==> src/logic/sacr_consts.vh <==
// timing, width and mode constants for the converter readout block
`ifndef SACR_CONSTS_VH
`define SACR_CONSTS_VH
`define SACR_RES_BITS 16
`define SACR_CLK_MHZ 40
`define SACR_MIN_CONVERSION_TIME_NS 500
`define SACR_MAX_CONVERSION_TIME_NS 710
`define SACR_MIN_CONVERSION_TIME_CYC ((`SACR_MIN_CONVERSION_TIME_NS * `SACR_CLK_MHZ) / 1000)
`define SACR_MAX_CONVERSION_TIME_CYC ((`SACR_MAX_CONVERSION_TIME_NS * `SACR_CLK_MHZ) / 1000)
`define SACR_CONV_CYC_DEF 24
`define SACR_EDGES_PLAIN 5'h10
`define SACR_EDGES_BUSY 5'h11
`define SACR_FIFO_DEPTH 16
`endif

==> src/logic/sacr_fifo.v <==
// synchronous valid/ready fifo holding finished conversion results
`timescale 1ns/1ps
module sacr_fifo #(
  parameter WIDTH = 16,
  parameter DEPTH = 16,
  parameter AW = 4
) (
  // clocking
  input wire clk_in,
  input wire rst_in,
  input wire ce_in,
  // fill side
  input wire in_valid_in,
  output wire in_ready_out,
  input wire [WIDTH-1:0] in_data_in,
  // drain side
  output wire out_valid_out,
  input wire out_ready_in,
  output wire [WIDTH-1:0] out_data_out
);
  reg [WIDTH-1:0] mem [0:DEPTH-1];
  reg [AW-1:0] wr_ptr_r;
  reg [AW-1:0] rd_ptr_r;
  reg [AW:0] count_r;
  wire push;
  wire pop;

  assign in_ready_out = (count_r != DEPTH[AW:0]);
  assign out_valid_out = (count_r != {(AW+1){1'b0}});
  assign out_data_out = mem[rd_ptr_r];
  assign push = in_valid_in & in_ready_out;
  assign pop = out_valid_out & out_ready_in;

  always @(posedge clk_in) begin
    if (rst_in) begin
      wr_ptr_r <= {AW{1'b0}};
      rd_ptr_r <= {AW{1'b0}};
      count_r <= {(AW+1){1'b0}};
    end else if (ce_in) begin
      if (push) begin
        mem[wr_ptr_r] <= in_data_in;
        wr_ptr_r <= (wr_ptr_r == DEPTH[AW-1:0] - 1'b1) ? {AW{1'b0}} : wr_ptr_r + 1'b1;
      end
      if (pop)
        rd_ptr_r <= (rd_ptr_r == DEPTH[AW-1:0] - 1'b1) ? {AW{1'b0}} : rd_ptr_r + 1'b1;
      if (push && !pop)
        count_r <= count_r + 1'b1;
      else if (pop && !push)
        count_r <= count_r - 1'b1;
    end
  end
endmodule

==> src/logic/sacr_readout.v <==
// conversion control and serial readout of a 16-bit sar converter
// Behaviour
// - serial input high at conversion-start rise selects chip-select mode
// - serial input low at conversion-start rise selects daisy-chain mode; the code never drives the output in that mode
// - busy option adds one indicator bit ahead of result bits
// - conversion timed by own clock; serial clock only shifts data
// - result read only after conversion ends, during acquisition
// - result is unsigned straight binary 16-bit code
// - after conversion, enter powered-down acquisition with result kept
// - conversion-start rise floats output, samples input, starts conversion
// - conversion completes regardless of later conversion-start level
// - no-busy: conversion-start fall drives the msb
// - remaining bits shift out on serial-clock falling edges
// - no-busy: float after 16th falling edge or conversion-start rise
// - busy: drive low at conversion end, then msb-first data
// - busy: float after 17th falling edge or conversion-start rise
`timescale 1ns/1ps
`include "sacr_consts.vh"
module sacr_readout #(
  parameter RES_BITS = `SACR_RES_BITS,
  parameter CONV_CYC = `SACR_CONV_CYC_DEF,
  parameter FIFO_DEPTH = `SACR_FIFO_DEPTH,
  parameter FIFO_AW = 4
) (
  // clocking
  input wire core_clk_in,
  input wire rst_in,
  input wire ce_in,
  // converter pins
  input wire conversion_start_pin_in,
  input wire serial_clk_in,
  input wire serial_data_in,
  output wire serial_data_out,
  output wire serial_data_oe_out,
  // sample source from the analog core
  input wire sample_valid_in,
  output wire sample_ready_out,
  input wire [RES_BITS-1:0] sample_code_in,
  // status
  output wire cs_mode_out,
  output wire busy_mode_out,
  output wire converting_out,
  output wire acquiring_out
);
  localparam ST_IDLE = 2'b00;
  localparam ST_CONV = 2'b01;
  localparam ST_ACQ = 2'b10;
  localparam ST_SHIFT = 2'b11;
  localparam [15:0] CONV_CYC_W = CONV_CYC[15:0];
  localparam [4:0] EDGES_PLAIN = `SACR_EDGES_PLAIN;
  localparam [4:0] EDGES_BUSY = `SACR_EDGES_BUSY;
  localparam NPIN = 3;
  localparam PIN_CNV = 0;
  localparam PIN_SCLK = 1;
  localparam PIN_DIN = 2;

  // raw pins gathered so that one generate loop builds all synchronisers
  wire [NPIN-1:0] pin_raw;
  wire [NPIN-1:0] pin_sync;
  reg cnv_d_r;
  reg sclk_d_r;
  reg [1:0] state_r;
  reg [1:0] state_nxt;
  reg cs_mode_r;
  reg busy_mode_r;
  reg [15:0] conv_cnt_r;
  reg [RES_BITS-1:0] result_r;
  reg [RES_BITS-1:0] shift_r;
  reg [4:0] edge_cnt_r;
  reg dout_r;
  reg oe_r;
  wire cnv_s;
  wire sclk_s;
  wire din_s;
  wire cnv_rise;
  wire cnv_fall;
  wire sclk_fall;
  wire start_conv;
  wire conv_done;
  wire busy_bit;
  wire drive_msb;
  wire shift_edge;
  wire frame_last;
  wire fifo_valid;
  wire [RES_BITS-1:0] fifo_code;
  wire take_sample;
  genvar g;

  // last falling edge of a frame: 16 without the busy bit, 17 with it
  function last_edge;
    input busy;
    input [4:0] cnt;
    begin
      if (busy) begin
        last_edge = (cnt == EDGES_BUSY - 5'h01);
      end else begin
        last_edge = (cnt == EDGES_PLAIN - 5'h01);
      end
    end
  endfunction

  assign pin_raw = {serial_data_in, serial_clk_in, conversion_start_pin_in};
  assign cnv_s = pin_sync[PIN_CNV];
  assign sclk_s = pin_sync[PIN_SCLK];
  assign din_s = pin_sync[PIN_DIN];
  assign cnv_rise = cnv_s & ~cnv_d_r;
  assign cnv_fall = ~cnv_s & cnv_d_r;
  assign sclk_fall = ~sclk_s & sclk_d_r;

  // a rise while converting is ignored, so the host may reuse the pin as a select
  assign start_conv = cnv_rise & (state_r != ST_CONV);
  // length of conversion counted on core clock only
  assign conv_done = (state_r == ST_CONV) && (conv_cnt_r == CONV_CYC_W - 16'h0001);
  // pin low at conversion end in chip-select mode asks for the busy bit
  assign busy_bit = conv_done & ~cnv_s & cs_mode_r;
  assign drive_msb = (state_r == ST_ACQ) & ~busy_mode_r & cnv_fall & cs_mode_r;
  // a rise ends the frame before any further shift
  assign shift_edge = (state_r == ST_SHIFT) & oe_r & sclk_fall & ~cnv_rise;
  assign frame_last = shift_edge & last_edge(busy_mode_r, edge_cnt_r);
  // a result is taken from the queue only when a conversion really starts
  assign take_sample = ce_in & start_conv & fifo_valid;

  // queue between the analog core and the sampler; ready stalls the core
  sacr_fifo #(
    .WIDTH(RES_BITS),
    .DEPTH(FIFO_DEPTH),
    .AW(FIFO_AW)
  ) u_fifo (
    .clk_in(core_clk_in),
    .rst_in(rst_in),
    .ce_in(ce_in),
    .in_valid_in(sample_valid_in),
    .in_ready_out(sample_ready_out),
    .in_data_in(sample_code_in),
    .out_valid_out(fifo_valid),
    .out_ready_in(take_sample),
    .out_data_out(fifo_code)
  );

  // pin synchronisers: first stage read only by the second
  generate
    for (g = 0; g < NPIN; g = g + 1) begin : g_sync
      reg [1:0] sync_r;
      always @(posedge core_clk_in) begin
        if (rst_in) begin
          sync_r <= 2'b00;
        end else if (ce_in) begin
          sync_r <= {sync_r[0], pin_raw[g]};
        end
      end
      assign pin_sync[g] = sync_r[1];
    end
  endgenerate

  // delayed copies for edge detection; reset to the idle low level of both pins
  always @(posedge core_clk_in) begin
    if (rst_in) begin
      cnv_d_r <= 1'b0;
      sclk_d_r <= 1'b0;
    end else if (ce_in) begin
      cnv_d_r <= cnv_s;
      sclk_d_r <= sclk_s;
    end
  end

  always @* begin
    state_nxt = state_r;
    case (state_r)
      ST_IDLE: begin
        if (cnv_rise)
          state_nxt = ST_CONV;
      end
      ST_CONV: begin
        // conversion-start level ignored here until done
        if (conv_done)
          state_nxt = ST_ACQ;
      end
      ST_ACQ: begin
        if (cnv_rise)
          state_nxt = ST_CONV;
        else if (busy_mode_r || cnv_fall)
          state_nxt = ST_SHIFT;
      end
      ST_SHIFT: begin
        if (cnv_rise)
          state_nxt = ST_CONV;
      end
      default: state_nxt = ST_IDLE;
    endcase
  end

  // conversion sequencing, mode latch and result capture
  always @(posedge core_clk_in) begin
    if (rst_in) begin
      state_r <= ST_IDLE;
      cs_mode_r <= 1'b1;
      conv_cnt_r <= 16'h0000;
      result_r <= {RES_BITS{1'b0}};
    end else if (ce_in) begin
      state_r <= state_nxt;
      if (start_conv) begin
        // mode latched from the serial input at the rise
        cs_mode_r <= din_s;
        conv_cnt_r <= 16'h0000;
        // straight binary code kept as delivered; last value if queue is empty
        if (fifo_valid) begin
          result_r <= fifo_code;
        end
      end else if (state_r == ST_CONV) begin
        conv_cnt_r <= conv_cnt_r + 16'h0001;
      end
    end
  end

  // level of conversion-start at the end picks the busy option
  always @(posedge core_clk_in) begin
    if (rst_in) begin
      busy_mode_r <= 1'b0;
    end else if (ce_in) begin
      if (conv_done) begin
        busy_mode_r <= ~cnv_s;
      end
    end
  end

  // shifter loaded at conversion end, so a cut frame never leaks into the next one
  always @(posedge core_clk_in) begin
    if (rst_in) begin
      shift_r <= {RES_BITS{1'b0}};
      edge_cnt_r <= 5'h00;
      dout_r <= 1'b0;
    end else if (ce_in) begin
      if (conv_done) begin
        shift_r <= result_r;
        edge_cnt_r <= 5'h00;
        if (busy_bit) begin
          dout_r <= 1'b0;
        end
      end else if (drive_msb) begin
        dout_r <= shift_r[RES_BITS-1];
        shift_r <= {shift_r[RES_BITS-2:0], 1'b0};
      end else if (shift_edge) begin
        edge_cnt_r <= edge_cnt_r + 5'h01;
        if (!frame_last) begin
          dout_r <= shift_r[RES_BITS-1];
          shift_r <= {shift_r[RES_BITS-2:0], 1'b0};
        end
      end
    end
  end

  // output enable: every accepted rise floats the line first, whatever the frame did
  always @(posedge core_clk_in) begin
    if (rst_in) begin
      oe_r <= 1'b0;
    end else if (ce_in) begin
      if (start_conv) begin
        oe_r <= 1'b0;
      end else if (busy_bit) begin
        oe_r <= 1'b1;
      end else if (state_r == ST_CONV) begin
        oe_r <= 1'b0;
      end else if (drive_msb) begin
        oe_r <= 1'b1;
      end else if (frame_last) begin
        oe_r <= 1'b0;
      end
    end
  end

  // pin and mode outputs straight from their flip-flops; converting and acquiring decoded from state_r
  assign serial_data_out = dout_r;
  assign serial_data_oe_out = oe_r;
  assign cs_mode_out = cs_mode_r;
  assign busy_mode_out = busy_mode_r;
  assign converting_out = (state_r == ST_CONV);
  assign acquiring_out = (state_r == ST_ACQ) || (state_r == ST_SHIFT);
endmodule
==> config.mk <==
export PLATFORM = sky130hd
export DESIGN_NAME = sacr_readout
export DESIGN_NICKNAME = d
export VERILOG_FILES = /design/src/logic/sacr_fifo.v /design/src/logic/sacr_readout.v
export VERILOG_INCLUDE_DIRS = /design/src /design/src/logic
export SDC_FILE = /design/constraint.sdc
export NUM_CORES = 1
export LEC_CHECK = 0
export ABC_AREA = 1
export BUFFER_PORTS_ARGS = -buffer_cell sky130_fd_sc_hd__buf_2
export CORE_ASPECT_RATIO = 0.7
export CORE_UTILIZATION = 62
export DETAILED_ROUTE_END_ITERATION = 7
export GPL_ROUTABILITY_DRIVEN = 0
export PLACE_DENSITY_LB_ADDON = 0.25
export SYNTH_ARGS = -nofsm -noshare
export SYNTH_HDL_FRONTEND = slang
export SYNTH_SLANG_ARGS = --single-unit
==> constraint.sdc <==
create_clock -name core_clk_in -period 3.19 [get_ports core_clk_in]
set_clock_uncertainty 0.15 [all_clocks]
set_input_delay 0.7975 -clock core_clk_in [delete_from_list [all_inputs] [get_ports core_clk_in]]
set_output_delay 0.7975 -clock core_clk_in [all_outputs]
set_load 0.02 [all_outputs]
==> flow_summary.ini, run 1 <==
[routing]
viasPerCell = 5.86
drc = 0
wl_per_cell_um = 18.4
drt_pass1_iterations = 6
via_count = 9866
final_antenna_net_count = 0
wl_mm = 31.0
first_iter_violations = 1105

[finish]
drive_gt1_frac = 0.111
multi_input_area_um2 = 4160
diodes = 0
final_util = 0.708
layout.nets = 1417
n_fill_cell = 1595
postLayoutCellArea_um2 = 15500
area_growth_pct = 10.6
ff_latch_area_um2 = 9290

[clocking]
root_buffer = clkbuf_16
cts.clk_slew.worst_paths_ps = 60
cts_setup_buffers = 0
tritoncts = done
ctsHtreeMaxLevel = 1
clk-insertion-delay-late_ps = 560
clk_path_buf_depth = 3
clock-sinks = 336
tritoncts.num_buffers = 31

[floorplanning]
die_area_um2 = 23300
rows = 45
coreArea_um2 = 22000
die_y_um = 128
ioPinCount = 30
die_x_um = 182
start_util = 0.640

[sta]
setup_slack_ps = 276
setup_viol = 0
slew_viol_final = 0
slew_headroom = 0.438
period_needed_ps = 2910
hold_viol = 0
tns_ps = 0
post-route-period-util = 0.914
tightestPinTransition_ps = 840
fmax_mhz = 343
rsz0062_at_grt = false

[min_path]
hold_class = input pin to flop
min_path_cells = 3
hp-start = conversion_start_pin_in
worstHoldEndpoint = g_sync[0].sync_r[0]

[global_routing]
antenna_found_initial = 0
grt_pass1_vias = 9219
grt_pass1_wl_mm = 49.6
grt_usage = 0.274
grt_overflow = 0
grt_max_degree = 130

[critical_path]
cp_max_fo = 4
crit_path_end_kind = flop
ff2ff_setup_slack_ps = 280
cp.arrival_ps = 3260
crit_type = flop to flop
start_kind = flop
r2r_cells = 19
timing.rr.start = state_r[1]
timing.rr.end = u_fifo.count_r[4]
crit_required_ps = 3540

[synth]
syn-cell-area_um2 = 14100
yosysSeqAreaShare = 0.661
synth_top_area_frac = 0.547
avgSynthCellArea_um2 = 10.5
synthesis.nets = 1383
syn_inst = 1344
synth_seq_cells = 336
yosysWarnings = 0
synth_top_area_cell = edfxtp_1
synthTopCellsByArea = edfxtp_1 (55%), dfxtp_1 (11%), o21ai_0 (7.1%), nor2_1 (7.1%), nand2_1 (4.6%)
synth.distinct_cells = 37

[pwr]
vdd_ir_drop_max_mv = 0.564
powerDensity_nw_per_um2 = 565
p_leak_nw = 5.54

[job]
max_cap_viol_count = 0

[place]
postPlaceCellArea_um2 = 14600
place_hpwl_mm = 19.4
pre_cts_ws_ps = 180
port_buffers = 29

[outcome]
outcome = complete, no violations
==> power breakdown <==
| group | internal, W | switching [W] | total (W) |
|---|---|---|---|
| Combinational | 0.000163 | 0.000361 | 0.000525 |
| Sequential | 0.00475 | 0.0000413 | 0.00479 |
| Clock | 0.00193 | 0.00153 | 0.00346 |
==> stage by stage <==
stage	power (W)	cells	hold WS [ps]
after floorplan	0.00522	1344	287
after global placement	0.00539	1627	300
after detailed placement	0.00540	1627	308
after CTS	0.00882	1684	295
after global routing	0.00907	1684	321
final	0.00878	1684	314
==> metal layers <==
layer | GRT usage | up-vias | part of all wire
li1 | - | 4735 | -
met1 | 0.414 | 4683 | 0.45
met2 | 0.424 | 399 | 0.45
met3 | 0.0415 | 49 | 0.083
met4 | 0.0652 | 0 | 0.018
met5 | 0 | - | 0
==> registers in the layout, indices dropped and copies added (netlist names) <==
name                flops
busy_mode_out           1
cnv_d_r                 1
conv_cnt_r             16
cs_mode_out             1
edge_cnt_r              5
g_sync.sync_r           6
result_r               16
sclk_d_r                1
serial_data_oe_out      1
serial_data_out         1
shift_r                16
state_r                 2
u_fifo.count_r          5
u_fifo.mem            256
u_fifo.rd_ptr_r         4
u_fifo.wr_ptr_r         4
==> layout make-up <==
class | count | area share
Clock buffer | 43 | 0.0548
Clock inverter | 14 | 0.00572
Inverter | 83 | 0.0201
Multi-Input combinational cell | 856 | 0.268
Sequential cell | 336 | 0.598
Tap cell | 282 | 0.0227
Timing Repair Buffer | 70 | 0.0308
==> cell usage after synthesis <==
cell	n
nand3_2	1
ha_1	15
clkbuf_1	42
o21bai_1	1
nor2_4	2
xor2_1	5
fa_1	1
buf_4	6
nand2_2	2
nor3_1	8
a21o_1	1
o21ai_0	200
o22ai_1	40
nor2_2	5
inv_2	5
edfxtp_1	256
o221ai_1	9
nand2_4	1
a21oi_1	53
or2_2	1
nor2_1	266
clkinv_1	4
buf_6	4
buf_1	3
nand3b_1	3
dfxtp_1	80
inv_1	74
o21ai_2	6
nand4_1	9
buf_2	13
xnor2_1	2
nand3_4	2
nand2_1	171
o211ai_1	10
nand3_1	41
a21oi_4	1
buf_8	1
==> placed cells by master, fill, tap and decap left out, drive strengths merged <==
cell type / instances
edfxtp: 256
xnor2: 2
inv: 79
o211ai: 10
o21ai: 206
nor3: 8
dfxtp: 80
nand4: 9
fa: 1
nand3b: 3
ha: 15
o22ai: 40
xor2: 5
clkinv: 17
nand2: 174
or2: 1
a21oi: 54
o21bai: 1
nor2: 273
a21o: 1
o221ai: 9
bufinv: 1
buf: 70
nand3: 44
clkbuf: 43
==> repair_timing <==
action	in CTS	in global routing
endpoints found under the hold margin	0	0
setup endpoints to repair	0	1
gates resized for setup	0	1
hold buffers	0	0
==> kinds of logic after synthesis <==
kind of cell	count (synthesis)	share of synthesized area
compound gates	321	0.125
xor+xnor	7	0.00436
fa+ha+maj	16	0.0148
buf+inv	152	0.0463
flops	336	0.661
simple gates	512	0.149
==> how the worst max path moves through the flow <==
| stage | cells past startpoint | endpoint | slack, ps | start |
|---|---|---|---|---|
| 2_1_floorplan | 19 | u_fifo.count_r[4] | 150 | state_r[1] |
| 3_3_place_gp | 17 | u_fifo.count_r[4] | 230 | ce_in |
| 3_5_place_dp | 17 | u_fifo.count_r[4] | 180 | ce_in |
| 4_1_cts | 19 | u_fifo.count_r[4] | 250 | state_r[1] |
| 5_1_grt | 19 | u_fifo.count_r[4] | 9 | state_r[1] |
| 6_report | 19 | u_fifo.count_r[4] | 280 | state_r[1] |
==> critical path: stages (launching register included) <==
cell and delay [ps]:
dfxtp_1 350, inv_1 80, ha_1 200, inv_2 70, nand3_2 160, nor2_4 160, inv_2 60, a21oi_4 110
inv_1 70, ha_1 230, inv_1 150, ha_1 290, a21o_1 200, a21oi_1 160, nor2_1 60, nor2_1 80
nand2_1 70, nand2_1 60, nand2_1 40, nor2_1 90
Note: power is estimated with default switching activity, not from simulation.
==> run 2, diff against run 1 <==
clock period = 3.09 ns   (was 3.19 ns; I/O delays follow)
==> flow_summary.ini, run 2 (synthesized netlist as in run 1, its figures left out) <==
[global_routing]
grt_pass1_wl_mm = 49.8
grt_usage = 0.277
grt_pass1_vias = 9288
grtUsageMet3 = 0.0366
antenna_found_initial = 0
grtUsageMet2 = 0.422
grt_overflow = 0
met1_usage = 0.424
busiest_layer = met1
grt_max_degree = 104

[sta]
slew_viol_final = 0
hold_viol = 0
setup_slack_ps = 321
post-route-period-util = 0.896
slew_headroom = 0.429
period_needed_ps = 2770
setup_viol = 0
fmax_mhz = 361
rsz0062_at_grt = false
tightestPinTransition_ps = 853
tns_ps = 0

[routing]
drc = 0
final_antenna_net_count = 0
wl_mm = 31.4
via_count = 9962
first_iter_violations = 1203
wl_per_cell_um = 18.7
viasPerCell = 5.92
drt_pass1_iterations = 5

[min_path]
hold_class = input pin to flop
min_path_cells = 3

[finish]
diodes = 0
postLayoutCellArea_um2 = 15600
layout.nets = 1415
final_cell_mix = edfxtp_1 (256), nor2_1 (250), o21ai_0 (200), nand2_1 (171), dfxtp_1 (77)
final_common_cell = edfxtp_1
area_growth_pct = 11.3
regMostFlops = u_fifo.mem
drive_gt1_frac = 0.118
largest_register_ffs = 256
finalNonFillerCells = 1682

[clocking]
hold_buffers = 0
clk_path_buf_depth = 3
tritoncts = done
cts.clk_slew.worst_paths_ps = 60
ctsHtreeMaxLevel = 1
tritoncts.num_buffers = 30
cts_setup_buffers = 0
clk-insertion-delay-late_ps = 560
root_buffer = clkbuf_16
clock-sinks = 336

[floorplanning]
ioPinCount = 30
die_x_um = 182
rows = 45
die_y_um = 128
die_area_um2 = 23300
start_util = 0.640
coreArea_um2 = 22000

[job]
max_cap_viol_count = 0

[critical_path]
critical_path.slowest_cell = dfxtp_2
slowest_delay_ps = 350
worstPathCellList = inv_1 -> ha_1 -> inv_2 -> nand3_4 -> nor2_4 -> inv_2 -> a21oi_4 -> inv_1 -> ha_1 -> inv_2 -> ha_1 -> a21o_1 -> a21oi_2 -> nor2_1 -> nor2_1 -> nand2_1 -> nand2_1 -> nand2_1 -> nor2_1
r2r_cells = 19
start_kind = flop
worst_path_dominant_cell_family = adder cells
cp.arrival_ps = 3110
crit_type = flop to flop
crit_required_ps = 3430
crit_path_end_kind = flop
cp.depth = 19
cp_max_fo = 4
critical_path_buf_inv_count = 5

[place]
port_buffers = 29
pre_cts_ws_ps = 119
place_hpwl_mm = 19.6
dp_cells = 1626
postPlaceCellArea_um2 = 14600

[pwr]
powerDensity_nw_per_um2 = 596
vdd_ir_drop_max_mv = 0.502
p_leak_nw = 5.58

[outcome]
outcome = complete, no violations
[run 2: metrics by stage]
step	hold slack, ps	power [W]	util
5_1_grt	298	0.00961	0.712
3_3_place_gp	302	0.00556	0.665
2_1_floorplan	287	0.00539	-
4_1_cts	289	0.00936	0.712
3_5_place_dp	310	0.00558	0.665
6_report	305	0.00932	0.712
[run 2: repair_timing]
action                                 4_1_cts  5_1_grt
setup endpoints to repair                    0        1
gates resized for setup                      0        5
endpoints found under the hold margin        0        0
[run 2: final cells by class]
cell class                 count  area (um^2)
inverter                      83          313
clock buffer                  46          895
timing repair buffer          69          483
multi-input combinational    856         4170
clock inverter                10          133
tap                          282          353
fill                        1511         6310
sequential                   336         9300
[run 2: routing by layer]
metal  up-vias  part of all wire  wire, um
li1       4726                 -         -
met1      4745              0.45     14300
met2       431              0.44     14000
met3        60             0.079      2470
met4         0             0.022       681
met5         -                 0         0
[run 2: path summary, 6_finish.rpt]
path                                       endpoint                    start  slack, ps
worst max-delay path              u_fifo.count_r[4]               state_r[1]        320
worst min-delay path            g_sync[0].sync_r[0]  conversion_start_pin_in        310
worst max register to register    u_fifo.count_r[4]               state_r[1]        320
worst min register to register      serial_data_out          serial_data_out        310
[run 2: worst reg2reg max path, delay by kind of cell, from the launching register on]
kind	cells	cell delay, ps
compound gates	3	450
buf+inv	5	380
simple gates	8	670
fa+ha+maj	3	710
flops	1	350
[run 2: where the power goes]
| group | switching [W] | internal [W] | leakage [nW] |
|---|---|---|---|
| combinational | 0.000386 | 0.000170 | 2.12 |
| clock | 0.00158 | 0.00224 | 0.500 |
| sequential | 0.0000401 | 0.00491 | 2.95 |
| total | 0.00201 | 0.00732 | 5.58 |
==> run 3, diff against run 2 <==
clock period = 2.6 ns   (was 3.09 ns; I/O delays follow)
==> flow_summary.ini, run 3 (synthesized netlist as in run 1, its figures left out) <==
[outcome]
outcome = complete, no violations

[pwr]
p_leak_nw = 5.62
powerDensity_nw_per_um2 = 666
vdd_ir_drop_max_mv = 0.640

[global_routing]
grt_pass1_vias = 9432
grt_usage = 0.277
grt_pass1_wl_mm = 50.0
antenna_found_initial = 0
grt_overflow = 0
grt_max_degree = 83

[clocking]
tritoncts.num_buffers = 29
clk-insertion-delay-late_ps = 550
hold_buffers = 0
tritoncts = done
clk_path_buf_depth = 3
root_buffer = clkbuf_16
ctsHtreeMaxLevel = 1
clock-sinks = 336
cts.clk_slew.worst_paths_ps = 70

[floorplanning]
die_y_um = 128
start_util = 0.640
ioPinCount = 30
die_area_um2 = 23300
die_x_um = 182
coreArea_um2 = 22000
rows = 45

[sta]
slew_viol_final = 0
fmax_mhz = 390
post-route-period-util = 0.986
tns_ps = 0
period_needed_ps = 2560
whs_ps = 184
slew_headroom = 0.406
rsz0062_at_grt = true
hold_viol = 0
setup_viol = 0
tightestPinTransition_ps = 888

[routing]
via_count = 10062
wl_per_cell_um = 18.6
final_antenna_net_count = 0
drt_pass1_iterations = 5
viasPerCell = 5.91
wl_mm = 31.6
drc = 0
first_iter_violations = 1073

[finish]
drive_gt1_frac = 0.132
finalNonFillerCells = 1702
diodes = 0
final_common_cell = edfxtp_1
layout.nets = 1437
regMostFlops = u_fifo.mem
postLayoutCellArea_um2 = 15800
n_fill_cell = 1524
area_growth_pct = 12.3
final_cell_mix = edfxtp_1 (256), nor2_1 (251), o21ai_0 (200), nand2_1 (171), dfxtp_1 (73)
largest_register_ffs = 256
final_util = 0.719

[critical_path]
crit_type = flop to flop
cp.arrival_ps = 2910
start_kind = flop
cp_max_fo = 3
crit_required_ps = 2940
crit_path_end_kind = flop

[place]
port_buffers = 29
place_hpwl_mm = 20.2
postPlaceCellArea_um2 = 14900
dp_cells = 1642

[min_path]
hold_class = input pin to flop

[job]
max_cap_viol_count = 0
==> run 3: cell count changes in the layout (fill, tap and decap cells not counted), moves of 2 or more <==
cell and change:
dfxtp_2 +4, clkbuf_16 -2, inv_4 +2, inv_6 +2, clkbuf_2 -2, bufinv_16 -3
clkbuf_8 -6, ha_1 -4, buf_12 +9, buf_4 +14, clkinv_1 +7, dfxtp_1 -4
ha_4 +3, inv_1 -3
==> run 3: final timing paths <==
path	slack, ps	depth (start not counted)	to	start
max	40	20	u_fifo.count_r[4]	state_r[1]
min	180	3	g_sync[2].sync_r[0]	serial_data_in
max reg2reg	40	20	u_fifo.count_r[4]	state_r[1]
min reg2reg	310	2	serial_data_out	serial_data_out
==> run 3: where the power goes <==
| group | switching [W] | internal [W] | total (W) |
|---|---|---|---|
| clock | 0.00184 | 0.00206 | 0.00390 |
| combinational | 0.000484 | 0.000259 | 0.000744 |
| sequential | 0.0000441 | 0.00583 | 0.00588 |
==> run 3: what timing repair did <==
action / in CTS / in global routing
buffers inserted: 0 / 7
gates resized for setup: 1 / 8
endpoints found under the hold margin: 0 / 0
endpoints found under the setup margin: 1 / 3
pin swaps: 0 / 11
==> run 3: metrics by stage <==
step | setup WS, ps | power, W
finish | 36.6 | 0.0105
global route | -119 | 0.0109
CTS | 23.4 | 0.0105
detailed placement | -8.36 | 0.00669
global placement | -13.5 | 0.00667
floorplan | -88.4 | 0.00643
==> run 3: final cells by class <==
| class | instances | area [um^2] | area share |
|---|---|---|---|
| Clock buffer | 37 | 756 | 0.0479 |
| Clock inverter | 16 | 83.8 | 0.00531 |
| Inverter | 83 | 318 | 0.0201 |
| Multi-Input combinational cell | 856 | 4210 | 0.267 |
| Sequential cell | 336 | 9300 | 0.589 |
| Tap cell | 282 | 353 | 0.0223 |
| Timing Repair Buffer | 92 | 768 | 0.0486 |
==> run 3: metal layers <==
metal | GRT usage | part of all wire | vias up
met2 | 0.434 | 0.45 | 434
met3 | 0.0477 | 0.087 | 45
met4 | 0.0628 | 0.018 | 0
li1 | - | - | 4775
met5 | 0 | 0 | -
met1 | 0.409 | 0.44 | 4808
==> run 3: critical path: stages, from the launching register on <==
cell     delay [ps]
dfxtp_2         330
inv_2            50
ha_4            170
inv_4            60
nand3_4          80
nor2_4          100
inv_2            60
a21oi_4         120
inv_2            60
ha_4            170
inv_4            70
buf_12          100
ha_4            190
a21o_1          170
a21oi_2         150
nor2_1           70
nor2_1          110
nand2_1          90
nand2_1          60
nand2_1          50
nor2_1           90
